--- config.mk ---
export PLATFORM = sky130hd
export DESIGN_NAME = blcf_backlight_ctrl
export DESIGN_NICKNAME = d
export VERILOG_FILES = /design/src/blcf_pkg.sv /design/src/blcf_backlight_ctrl.sv /design/src/blcf_serial_port.sv
export VERILOG_INCLUDE_DIRS = /design/src
export SDC_FILE = /design/constraint.sdc
export NUM_CORES = 1
export LEC_CHECK = 0
export ABC_AREA = 1
export BUFFER_PORTS_ARGS = -buffer_cell sky130_fd_sc_hd__buf_2
export CORE_AREA = 2 2 123 125
export CTS_BUF_LIST = sky130_fd_sc_hd__clkbuf_8
export CTS_CLUSTER_SIZE = 24
export DETAILED_ROUTE_END_ITERATION = 6
export DIE_AREA = 0 0 125 127
export PLACE_DENSITY = 0.69
export SLEW_MARGIN = 20
export SYNTH_ARGS = -nofsm -noshare
export SYNTH_HDL_FRONTEND = slang
export SYNTH_SLANG_ARGS = --single-unit
export TNS_END_PERCENT = 50
--- constraint.sdc ---
create_clock -name mclk -period 2.75 [get_ports mclk]
set_clock_uncertainty 0.05 [all_clocks]
set_input_delay 0.275 -clock mclk [delete_from_list [all_inputs] [get_ports mclk]]
set_output_delay 0.275 -clock mclk [all_outputs]
set_load 0.01 [all_outputs]
--- src/blcf_params.svh ---
// constants for the backlight current and fade controller
`ifndef BLCF_PARAMS_SVH
`define BLCF_PARAMS_SVH

// ==========================================================
// register addresses
`define BLCF_ADDR_CTRL 8'h03
`define BLCF_ADDR_PRI_LEVEL 8'h04
`define BLCF_ADDR_SEC_LEVEL 8'h05
`define BLCF_ADDR_GPIO_CTRL 8'h06
`define BLCF_ADDR_GPIO_DATA 8'h07
`define BLCF_ADDR_PULSE_GATE 8'h2b

// ==========================================================
// writable bit masks and reset values
`define BLCF_MASK_CTRL 8'h3f
`define BLCF_MASK_GPIO_CTRL 8'h17
`define BLCF_MASK_GPIO_DATA 8'h07
`define BLCF_MASK_PULSE_GATE 8'h03
`define BLCF_RESET_VALUE 8'h00

// ==========================================================
// field positions
`define BLCF_CTRL_SLOPE 5
`define BLCF_CTRL_FADE_SEL 4
`define BLCF_CTRL_FADE_EN 3
`define BLCF_CTRL_JOINED 2
`define BLCF_CTRL_PRI_EN 1
`define BLCF_CTRL_SEC_EN 0
`define BLCF_GPIO_PULSE_PIN_EN 4
`define BLCF_GATE_PRI 0
`define BLCF_GATE_SEC 1

// ==========================================================
// timing
`define BLCF_MCLK_PERIOD_NS 50
`define BLCF_FADE_SLOW_NS 1300000000
`define BLCF_FADE_FAST_NS 650000000
`define BLCF_FADE_STEPS 255
`define BLCF_FADE_SLOW_CYC (`BLCF_FADE_SLOW_NS / (`BLCF_MCLK_PERIOD_NS * `BLCF_FADE_STEPS))
`define BLCF_FADE_FAST_CYC (`BLCF_FADE_FAST_NS / (`BLCF_MCLK_PERIOD_NS * `BLCF_FADE_STEPS))

// ==========================================================
// serial port
`define BLCF_SERIAL_ADDR 7'h59

`endif

--- src/blcf_pkg.sv ---
// types shared by the backlight controller files
package blcf_pkg;

  typedef logic [7:0] blcf_byte_t;

  typedef enum logic [3:0] {
    SP_IDLE,
    SP_ADDR,
    SP_ACK_ADDR,
    SP_REG,
    SP_ACK_REG,
    SP_WDATA,
    SP_ACK_WDATA,
    SP_RDATA,
    SP_MACK
  } blcf_sp_state_t;

endpackage

--- src/blcf_backlight_ctrl.sv ---
// backlight sink control: registers, pulse gating and current fade
`timescale 1ns/10ps
`default_nettype none
`include "blcf_params.svh"

module blcf_backlight_ctrl
  import blcf_pkg::*;
#(
  parameter int FADE_SLOW_CYC = `BLCF_FADE_SLOW_CYC,
  parameter int FADE_FAST_CYC = `BLCF_FADE_FAST_CYC,
  parameter logic [6:0] DEV_ADDR = `BLCF_SERIAL_ADDR
)
(
  // clock and reset
  input wire logic mclk,
  input wire logic rst_n,
  // serial port pins
  input wire logic scl_in,
  input wire logic sda_in,
  output logic sda_out,
  output logic sda_oe,
  // general purpose pins
  input wire logic [2:0] gpio_in,
  output logic [2:0] gpio_out,
  output logic [2:0] gpio_oe,
  // sink drive
  output blcf_byte_t primary_level,
  output logic primary_on,
  output blcf_byte_t secondary_level,
  output logic secondary_on,
  output logic fade_busy
);

  // ==========================================================
  // serial port
  logic wr_stb;
  blcf_byte_t wr_addr, wr_data, rd_addr;
  blcf_byte_t rd_data_reg;

  blcf_serial_port #(
    .DEV_ADDR(DEV_ADDR)
  ) u_port (
    .mclk(mclk),
    .rst_n(rst_n),
    .scl_in(scl_in),
    .sda_in(sda_in),
    .sda_oe(sda_oe),
    .wr_stb(wr_stb),
    .wr_addr(wr_addr),
    .wr_data(wr_data),
    .rd_addr(rd_addr),
    .rd_data(rd_data_reg)
  );

  assign sda_out = 1'b0;

  // ==========================================================
  // register file
  blcf_byte_t ctrl_reg, pri_level_reg, sec_level_reg;
  blcf_byte_t gpio_ctrl_reg, gpio_data_reg, pulse_gate_reg;

  always_ff @(posedge mclk or negedge rst_n)
  begin
    if (!rst_n)
    begin
      ctrl_reg <= `BLCF_RESET_VALUE;
      pri_level_reg <= `BLCF_RESET_VALUE;
      sec_level_reg <= `BLCF_RESET_VALUE;
      gpio_ctrl_reg <= `BLCF_RESET_VALUE;
      gpio_data_reg <= `BLCF_RESET_VALUE;
      pulse_gate_reg <= `BLCF_RESET_VALUE;
    end
    else if (wr_stb)
    begin
      case (wr_addr)
        `BLCF_ADDR_CTRL: ctrl_reg <= wr_data & `BLCF_MASK_CTRL;
        `BLCF_ADDR_PRI_LEVEL: pri_level_reg <= wr_data;
        `BLCF_ADDR_SEC_LEVEL: sec_level_reg <= wr_data;
        `BLCF_ADDR_GPIO_CTRL: gpio_ctrl_reg <= wr_data & `BLCF_MASK_GPIO_CTRL;
        `BLCF_ADDR_GPIO_DATA: gpio_data_reg <= wr_data & `BLCF_MASK_GPIO_DATA;
        `BLCF_ADDR_PULSE_GATE: pulse_gate_reg <= wr_data & `BLCF_MASK_PULSE_GATE;
        default: ;
      endcase
    end
  end

  logic slope_fast, fade_sel, fade_en, joined_drive_select, pri_en, sec_en;
  assign slope_fast = ctrl_reg[`BLCF_CTRL_SLOPE];
  assign fade_sel = ctrl_reg[`BLCF_CTRL_FADE_SEL];
  assign fade_en = ctrl_reg[`BLCF_CTRL_FADE_EN];
  assign joined_drive_select = ctrl_reg[`BLCF_CTRL_JOINED];
  assign pri_en = ctrl_reg[`BLCF_CTRL_PRI_EN];
  assign sec_en = ctrl_reg[`BLCF_CTRL_SEC_EN];

  // ==========================================================
  // general purpose pins and pulse input
  logic [2:0] gpio_s1_reg, gpio_s2_reg;
  logic pulse_pin_en, pulse_level;

  always_ff @(posedge mclk or negedge rst_n)
  begin
    if (!rst_n)
    begin
      gpio_s1_reg <= 3'h0;
      gpio_s2_reg <= 3'h0;
    end
    else
    begin
      gpio_s1_reg <= gpio_in;
      gpio_s2_reg <= gpio_s1_reg;
    end
  end

  assign pulse_pin_en = gpio_ctrl_reg[`BLCF_GPIO_PULSE_PIN_EN];
  // pin zero is forced to input while it carries the pulse
  assign gpio_oe = {gpio_ctrl_reg[2:1], gpio_ctrl_reg[0] & ~pulse_pin_en};
  assign gpio_out = gpio_data_reg[2:0];
  // a disabled pulse pin reads as low, so gated sinks stay dark
  assign pulse_level = pulse_pin_en & gpio_s2_reg[0];

  // ==========================================================
  // register read back; the data register shows the pin levels
  always_ff @(posedge mclk or negedge rst_n)
  begin
    if (!rst_n)
      rd_data_reg <= 8'h00;
    else
    begin
      case (rd_addr)
        `BLCF_ADDR_CTRL: rd_data_reg <= ctrl_reg;
        `BLCF_ADDR_PRI_LEVEL: rd_data_reg <= pri_level_reg;
        `BLCF_ADDR_SEC_LEVEL: rd_data_reg <= sec_level_reg;
        `BLCF_ADDR_GPIO_CTRL: rd_data_reg <= gpio_ctrl_reg;
        `BLCF_ADDR_GPIO_DATA: rd_data_reg <= {5'h00, gpio_s2_reg};
        `BLCF_ADDR_PULSE_GATE: rd_data_reg <= pulse_gate_reg;
        default: rd_data_reg <= 8'h00;
      endcase
    end
  end

  // ==========================================================
  // fade step timer
  logic pri_faded, sec_faded, pri_moving, sec_moving, step_tick;
  blcf_byte_t pri_app_reg, sec_app_reg;
  logic [19:0] step_cnt_reg;
  logic [19:0] step_last;

  assign pri_faded = fade_en & ~fade_sel;
  assign sec_faded = fade_en & fade_sel & ~joined_drive_select;
  assign pri_moving = pri_faded && (pri_app_reg != pri_level_reg);
  assign sec_moving = sec_faded && (sec_app_reg != sec_level_reg);
  assign step_last = slope_fast ? 20'(FADE_FAST_CYC - 1) : 20'(FADE_SLOW_CYC - 1);
  assign step_tick = (step_cnt_reg == step_last);

  always_ff @(posedge mclk or negedge rst_n)
  begin
    if (!rst_n)
      step_cnt_reg <= 20'h00000;
    else if (!(pri_moving || sec_moving) || step_tick)
      step_cnt_reg <= 20'h00000;
    else
      step_cnt_reg <= step_cnt_reg + 20'h00001;
  end

  // ==========================================================
  // applied current codes: ramp one count per tick, or follow at once
  always_ff @(posedge mclk or negedge rst_n)
  begin
    if (!rst_n)
      pri_app_reg <= 8'h00;
    else if (!pri_faded)
      pri_app_reg <= pri_level_reg;
    else if (step_tick && pri_app_reg < pri_level_reg)
      pri_app_reg <= pri_app_reg + 8'h01;
    else if (step_tick && pri_app_reg > pri_level_reg)
      pri_app_reg <= pri_app_reg - 8'h01;
  end

  always_ff @(posedge mclk or negedge rst_n)
  begin
    if (!rst_n)
      sec_app_reg <= 8'h00;
    else if (!sec_faded)
      sec_app_reg <= sec_level_reg;
    else if (step_tick && sec_app_reg < sec_level_reg)
      sec_app_reg <= sec_app_reg + 8'h01;
    else if (step_tick && sec_app_reg > sec_level_reg)
      sec_app_reg <= sec_app_reg - 8'h01;
  end

  // ==========================================================
  // sink outputs
  always_ff @(posedge mclk or negedge rst_n)
  begin
    if (!rst_n)
    begin
      primary_level <= 8'h00;
      secondary_level <= 8'h00;
      primary_on <= 1'b0;
      secondary_on <= 1'b0;
      fade_busy <= 1'b0;
    end
    else
    begin
      primary_level <= pri_app_reg;
      secondary_level <= joined_drive_select ? pri_app_reg : sec_app_reg;
      primary_on <= pri_en & (~pulse_gate_reg[`BLCF_GATE_PRI] | pulse_level);
      secondary_on <= sec_en & (~pulse_gate_reg[`BLCF_GATE_SEC] | pulse_level);
      fade_busy <= pri_moving | sec_moving;
    end
  end

endmodule

`default_nettype wire

--- src/blcf_serial_port.sv ---
// two-wire serial slave that turns bus transfers into register strobes
`timescale 1ns/10ps
`default_nettype none
`include "blcf_params.svh"

module blcf_serial_port
  import blcf_pkg::*;
#(
  parameter logic [6:0] DEV_ADDR = `BLCF_SERIAL_ADDR
)
(
  // clock and reset
  input wire logic mclk,
  input wire logic rst_n,
  // serial pins
  input wire logic scl_in,
  input wire logic sda_in,
  output logic sda_oe,
  // register side
  output logic wr_stb,
  output blcf_byte_t wr_addr,
  output blcf_byte_t wr_data,
  output blcf_byte_t rd_addr,
  input wire blcf_byte_t rd_data
);

  // ==========================================================
  // pin synchronisers
  logic scl_s1_reg, scl_s2_reg, scl_s3_reg;
  logic sda_s1_reg, sda_s2_reg, sda_s3_reg;

  always_ff @(posedge mclk or negedge rst_n)
  begin
    if (!rst_n)
    begin
      {scl_s1_reg, scl_s2_reg, scl_s3_reg} <= 3'h7;
      {sda_s1_reg, sda_s2_reg, sda_s3_reg} <= 3'h7;
    end
    else
    begin
      {scl_s1_reg, scl_s2_reg, scl_s3_reg} <= {scl_in, scl_s1_reg, scl_s2_reg};
      {sda_s1_reg, sda_s2_reg, sda_s3_reg} <= {sda_in, sda_s1_reg, sda_s2_reg};
    end
  end

  logic scl_rise, scl_fall, start_cond, stop_cond;
  assign scl_rise = scl_s2_reg & ~scl_s3_reg;
  assign scl_fall = ~scl_s2_reg & scl_s3_reg;
  assign start_cond = scl_s2_reg & scl_s3_reg & ~sda_s2_reg & sda_s3_reg;
  assign stop_cond = scl_s2_reg & scl_s3_reg & sda_s2_reg & ~sda_s3_reg;

  // ==========================================================
  // protocol engine
  blcf_sp_state_t state_reg;
  logic [3:0] cnt_reg;
  blcf_byte_t shift_reg;
  blcf_byte_t ptr_reg;
  logic stb_reg;

  always_ff @(posedge mclk or negedge rst_n)
  begin
    if (!rst_n)
    begin
      state_reg <= SP_IDLE;
      cnt_reg <= 4'h0;
      shift_reg <= 8'h00;
      ptr_reg <= 8'h00;
      stb_reg <= 1'b0;
    end
    else
    begin
      stb_reg <= 1'b0;
      if (start_cond)
      begin
        state_reg <= SP_ADDR;
        cnt_reg <= 4'h0;
      end
      else if (stop_cond)
        state_reg <= SP_IDLE;
      else
      begin
        case (state_reg)
          SP_ADDR, SP_REG, SP_WDATA:
          begin
            if (scl_rise)
            begin
              shift_reg <= {shift_reg[6:0], sda_s2_reg};
              cnt_reg <= cnt_reg + 4'h1;
            end
            else if (scl_fall && cnt_reg == 4'h8)
            begin
              cnt_reg <= 4'h0;
              if (state_reg == SP_REG)
              begin
                ptr_reg <= shift_reg;
                state_reg <= SP_ACK_REG;
              end
              else if (state_reg == SP_WDATA)
                state_reg <= SP_ACK_WDATA;
              else if (shift_reg[7:1] == DEV_ADDR)
                state_reg <= SP_ACK_ADDR;
              else
                state_reg <= SP_IDLE;
            end
          end
          SP_ACK_ADDR:
          begin
            if (scl_fall)
            begin
              cnt_reg <= 4'h0;
              if (shift_reg[0])
              begin
                shift_reg <= rd_data;
                state_reg <= SP_RDATA;
              end
              else
                state_reg <= SP_REG;
            end
          end
          SP_ACK_REG:
          begin
            if (scl_fall)
              state_reg <= SP_WDATA;
          end
          SP_ACK_WDATA:
          begin
            // write lands on the rising clock edge of this acknowledge
            if (scl_rise)
            begin
              stb_reg <= 1'b1;
            end
            if (stb_reg)
              ptr_reg <= ptr_reg + 8'h01;
            if (scl_fall)
              state_reg <= SP_WDATA;
          end
          SP_RDATA:
          begin
            if (scl_fall)
            begin
              shift_reg <= {shift_reg[6:0], 1'b0};
              cnt_reg <= cnt_reg + 4'h1;
              if (cnt_reg == 4'h7)
                state_reg <= SP_MACK;
            end
          end
          SP_MACK:
          begin
            if (scl_rise)
            begin
              if (sda_s2_reg)
                state_reg <= SP_IDLE;
              else
                ptr_reg <= ptr_reg + 8'h01;
            end
            else if (scl_fall)
            begin
              cnt_reg <= 4'h0;
              shift_reg <= rd_data;
              state_reg <= SP_RDATA;
            end
          end
          default:
            state_reg <= SP_IDLE;
        endcase
      end
    end
  end

  assign sda_oe = (state_reg == SP_ACK_ADDR) || (state_reg == SP_ACK_REG)
    || (state_reg == SP_ACK_WDATA) || (state_reg == SP_RDATA && !shift_reg[7]);
  assign wr_stb = stb_reg;
  assign wr_addr = ptr_reg;
  assign wr_data = shift_reg;
  assign rd_addr = ptr_reg;

endmodule

`default_nettype wire

== Yosys cells after proc, flatten, opt, wreduce, memory -nomap -nowiden ==
Index checks and enable logic that the tools add are counted.
Operators by class
  mux-type cells: 52
  add/subtract/negate cells: 7
  reductions and logical operators: 31
  bitwise logic cells: 28
  equality and inequality tests: 46
  magnitude comparators: 4
Operators by type and width (number)
  $mux 8: 19
  $mux 4: 20
  $pmux 8 s6: 1
  $eq 8x3->1 const B: 4
  $pmux 8 s4: 1
  $add 8x1->8 const B: 3
  $ne 4x1->1 const B: 6
  $pmux 8 s3: 1
  $add 20x1->20 const B: 1
  $eq 20x17->1: 1
  $eq 4x3->1 const B: 5
  $mux 20: 1
  $ne 2x1->1 const B: 10
  $pmux 4 s5: 1
  $reduce_and 9->1: 2
  $mux 17: 1
  $gt 8x8->1: 2
  $lt 8x8->1: 2
  $ne 8x8->1: 2
  $pmux 4 s4: 1
  $reduce_and 8->1: 2
  $sub 8x1->8 const B: 2
  $and 1x1->1: 14
  $reduce_and 2->1: 6
  27 further kinds: 60
Word-level totals
  output and inout port bits: 27
  register bits: 131
  bits of input ports: 7

== Logic depth before layout (Yosys ltp) ==
  depth in word-level cells: 9
  depth in mapped cells: 22

== Cells and area by module ==
Synthesis repeated with hierarchy kept, for this count alone.
Second synthesis, totals
  cells, all modules: 992
  area total of the unflattened synthesis: 7733.7 µm²
By module, submodules not included
  blcf_backlight_ctrl: cells each 673, instances 1, area each 5521.5 µm²
  blcf_serial_port: cells each 319, instances 1, area each 2212.1 µm²

== Worst setup path after synthesis ==
Ideal clock, no wire load.
  path type: register to register
  from: register sec_level_reg[7]
  to: register sec_app_reg[7]
  clock period less this slack: 2.737 ns
  stages on the path, launching flop included: 17
  slack: 0.013 ns
  data arrival time: 2.571 ns
  buffers on the path: 0
  path through: dfrtp_1 > inv_1 > ha_1 > a21oi_1 > nand2_1 > a21oi_1 > nand4_1 > ha_1 > a21oi_1 > nand2b_1 > nand3_1 > a21oi_1 > inv_1 > nand2_1 > nand3_1 > nand2_1 > nand2_1
Between the ends
  cells in the longest elaborated chain, start to end: 4
  elaborated cells on any way between the ends: 7
  those cells by class: order compare (2); eq/ne (1); mux (2); reduce/logical (2)
RTL lines
  start, declared: line blcf_backlight_ctrl.sv:59  | blcf_byte_t ctrl_reg, pri_level_reg, sec_level_reg;
  start signal, assigned: line blcf_backlight_ctrl.sv:68  | sec_level_reg <= `BLCF_RESET_VALUE;
  start signal, assigned: line blcf_backlight_ctrl.sv:78  | `BLCF_ADDR_SEC_LEVEL: sec_level_reg <= wr_data;
  $lt 8x8->1: line blcf_backlight_ctrl.sv:185  | else if (step_tick && sec_app_reg < sec_level_reg)
  $logic_and 1x1->1: line blcf_backlight_ctrl.sv:185
  $mux 8: line blcf_backlight_ctrl.sv:185
  $mux 8: line blcf_backlight_ctrl.sv:183  | else if (!sec_faded)
  end signal, assigned: line blcf_backlight_ctrl.sv:184  | sec_app_reg <= sec_level_reg;
  end signal, assigned: line blcf_backlight_ctrl.sv:186  | sec_app_reg <= sec_app_reg + 8'h01;
  end signal, assigned: line blcf_backlight_ctrl.sv:188  | sec_app_reg <= sec_app_reg - 8'h01;
  end, declared: line blcf_backlight_ctrl.sv:144  | blcf_byte_t pri_app_reg, sec_app_reg;
Parallel ways exist; a longest one is shown, timed or not.
A chain may end at the register's enable or synchronous reset.

== Worst setup path after layout ==
  from: register sec_level_reg[7]
  to: register sec_app_reg[6]
The elaborated chain is that of the path after synthesis.

==> metrics <==
Crit Path Category reg2reg; relative slew slack 66.1%; Pre-Repair DR Iteration Count 5; routed wire length 17.4 mm; DRC Markers 0; Worst Tran Pin Value 505 ps; fmax 356 MHz; Ports 34; initial antenna violation count 0; CTS Sinks 131; Hold WC Path Type in2async; Req. time, crit path 3040 ps; 1st-iter DRT viols 463; Worst VDD drop 0.000392 V; CP Capture Type flop; register area share after synthesis 46.1%; failing checks negative setup slack; top cell type's share of synthesized area 43.8%; crit path launch type flop; Final min period 2810 ps; largest net degree at the start of global routing 62; FFs w/ async S/R, synth 100%; worst skew pair latency 460 ps; period utilization 102%; Synth area leader dfrtp_1; Mapped Cells 871; warnings from Yosys 0; most common cell in the netlist nand2_1; post-synthesis register bit count 131; sw frac 34.0%; ranking of synthesized cells by area dfrtp_1, nand2_1, ha_1, inv_1, o21ai_0; total congestion overflow 0; DR WL/cell 14.5 um; Final setup viols 1; core box area 14400 um2; status complete, but fails checks; height of the die 127 um; post-route ant nets 0; maxcap violations 0; die extent in x 125 um; Routability Congestion 0.870; PnR worst setup slack -56.6 ps; power density over the cells 581 nW/um2; ratio of cells with drive above 1 in the final layout 24.2%; post-synth cell types 50; Critical Path Fanout Max 6; Core Util, Final 61.7%; RSZ-0062 raised after global routing yes; CTS Buffer Depth 2; commonest cells in the netlist nand2_1, dfrtp_1, inv_1; P_sw 1.76 mW; vias in the first global route 5820; Via density 5.13; logic gate share of total power 26.0%; diode count 0; Fin. Hold Viols 0; Port Buffer Count 32; Die ar. 15900 um2; Slew Viols, Final 0; first-pass GRT wire length 28.4 mm; HPWL after detailed placement 12.4 mm; Sequential Power Share 42.6%; P&R area growth vs syn 24.7%; Clk pwr share 31.4%; internal power 3.41 mW; Post-Syn Nets 917; Nets 1047; CTS tree built; H-tree levels 4; ys flop type dfrtp_1; Leak 4.30 nW; gr usage total 22.3%; DR vias 6142; CTS clk-pin slew, worst paths 70 ps; Synth Area per Inst 8.19 um2; Arrival @ worst endpoint 3100 ps; row count 44; EDFF count, synth 0; Mapped Area 7130 um2; clk root buf clkbuf_8; total CTS buffers 17; number of flip-flops in the largest register 20; initial core utilization 49.5%; worst hold slack 281 ps
-- power by group through the flow --
stage	clock [mW]	sequential, mW	combinational (mW)
2_1_floorplan	0	2.20	0.967
3_3_place_gp	0	2.23	1.26
3_5_place_dp	0	2.23	1.29
4_1_cts	1.65	2.20	1.30
5_1_grt	1.75	2.22	1.52
6_report	1.62	2.20	1.34
-- path summary, 6_finish.rpt --
check                                                   to                          from  slack, ps  depth (start not counted)
worst max-delay path            sec_app_reg[6]$_DFFE_PN0P_  sec_level_reg[7]$_DFFE_PN0P_        -60                         17
worst min-delay path               ctrl_reg[5]$_DFFE_PN0P_                         rst_n        280                          2
worst max register to register  sec_app_reg[6]$_DFFE_PN0P_  sec_level_reg[7]$_DFFE_PN0P_        -60                         17
worst min register to register    gpio_s2_reg[2]$_DFF_PN0_      gpio_s1_reg[2]$_DFF_PN0_        300                          0
max in group asynchronous         gpio_s1_reg[1]$_DFF_PN0_                         rst_n       1680                          3
min in group mclk                 gpio_s2_reg[2]$_DFF_PN0_      gpio_s1_reg[2]$_DFF_PN0_        300                          0
-- worst max-delay path, cell delays in order (launching register included) --
cell     delay, ps
dfrtp_1        400
inv_1          130
ha_4           220
a21oi_1        150
nand2_1         80
a21oi_2        140
nand4_1        170
buf_6          190
fa_2           370
nand3_2         70
nand3_2         60
nand2_1         60
nand2_1         70
a21oi_2        170
xor2_1         160
nand2_1         60
nand3_1         70
nand2_1         70
-- cell families (layout without fill, tap and decap cells) --
family,count (synthesis),after routing,share of synthesized area (%)
AOI/OAI and AO/OA,155,155,12.1
xor gates and xnor gates,25,25,3.07
adders and majority gates,39,39,7.05
buffers and inverters,131,273,7.37
DFF,131,131,46.1
muxes,1,1,0.158
other,1,1,0.0526
and+or+nand+nor,388,388,24.2
-- cell type report --
| cell class | instances | area [um2] |
|---|---|---|
| Fill cell | 1262 | 5530 |
| Multi-Input combinational cell | 609 | 3630 |
| Sequential cell | 131 | 3290 |
| Timing Repair Buffer | 126 | 920 |
| Inverter | 116 | 437 |
| Clock buffer | 22 | 303 |
| Tap cell | 184 | 230 |
| Clock inverter | 9 | 88.8 |
-- what timing repair did --
item | in CTS | in global routing
gates resized for setup | 8 | 58
pin swaps | 0 | 25
endpoints found under the hold margin | 51 | 0
setup buffers | 1 | 11
endpoints found under the setup margin | 7 | 10
cloned | 0 | 0
hold buffers | 6 | 0
-- per-stage QoR --
stage               worst slack [ps]  total power, mW  instances  setup TNS, ps  cell area, um2
floorplan                       13.0             3.17        871              0            7130
global placement               -1.39             3.49       1148          -1.39            8030
detailed placement              -130             3.52       1148           -459            8030
CTS                            0.332             5.15       1186              0            8510
global route                    -196             5.49       1197          -1140            8890
finish                         -56.6             5.17       1197          -56.6            8890
-- layer usage --
metal  share of wire (%)  GRT usage, %
met5                   0             0
met2                  48          35.6
met4                 1.2          6.73
met1                  46          30.6
met3                 4.9          5.19
-- cell usage in the layout, fill, tap and decap left out, types with 4 or more instances in the layout --
master	n
o211ai_1	10
nand3_2	11
inv_1	100
nand3_1	46
o21ai_1	23
buf_4	84
nor2_2	5
nand2_1	200
nand2_2	13
clkbuf_8	22
dfstp_2	6
ha_4	15
dlygate4sd3_1	6
o21ai_2	4
a21oi_1	15
nor2_1	66
xor2_1	16
dfrtp_1	124
a21oi_2	10
buf_2	31
o21ai_0	74
nor3_2	4
nand4_1	13
ha_1	21
nor3_1	17
xnor2_1	9
inv_2	19
Power figures use the tool's default switching activity.
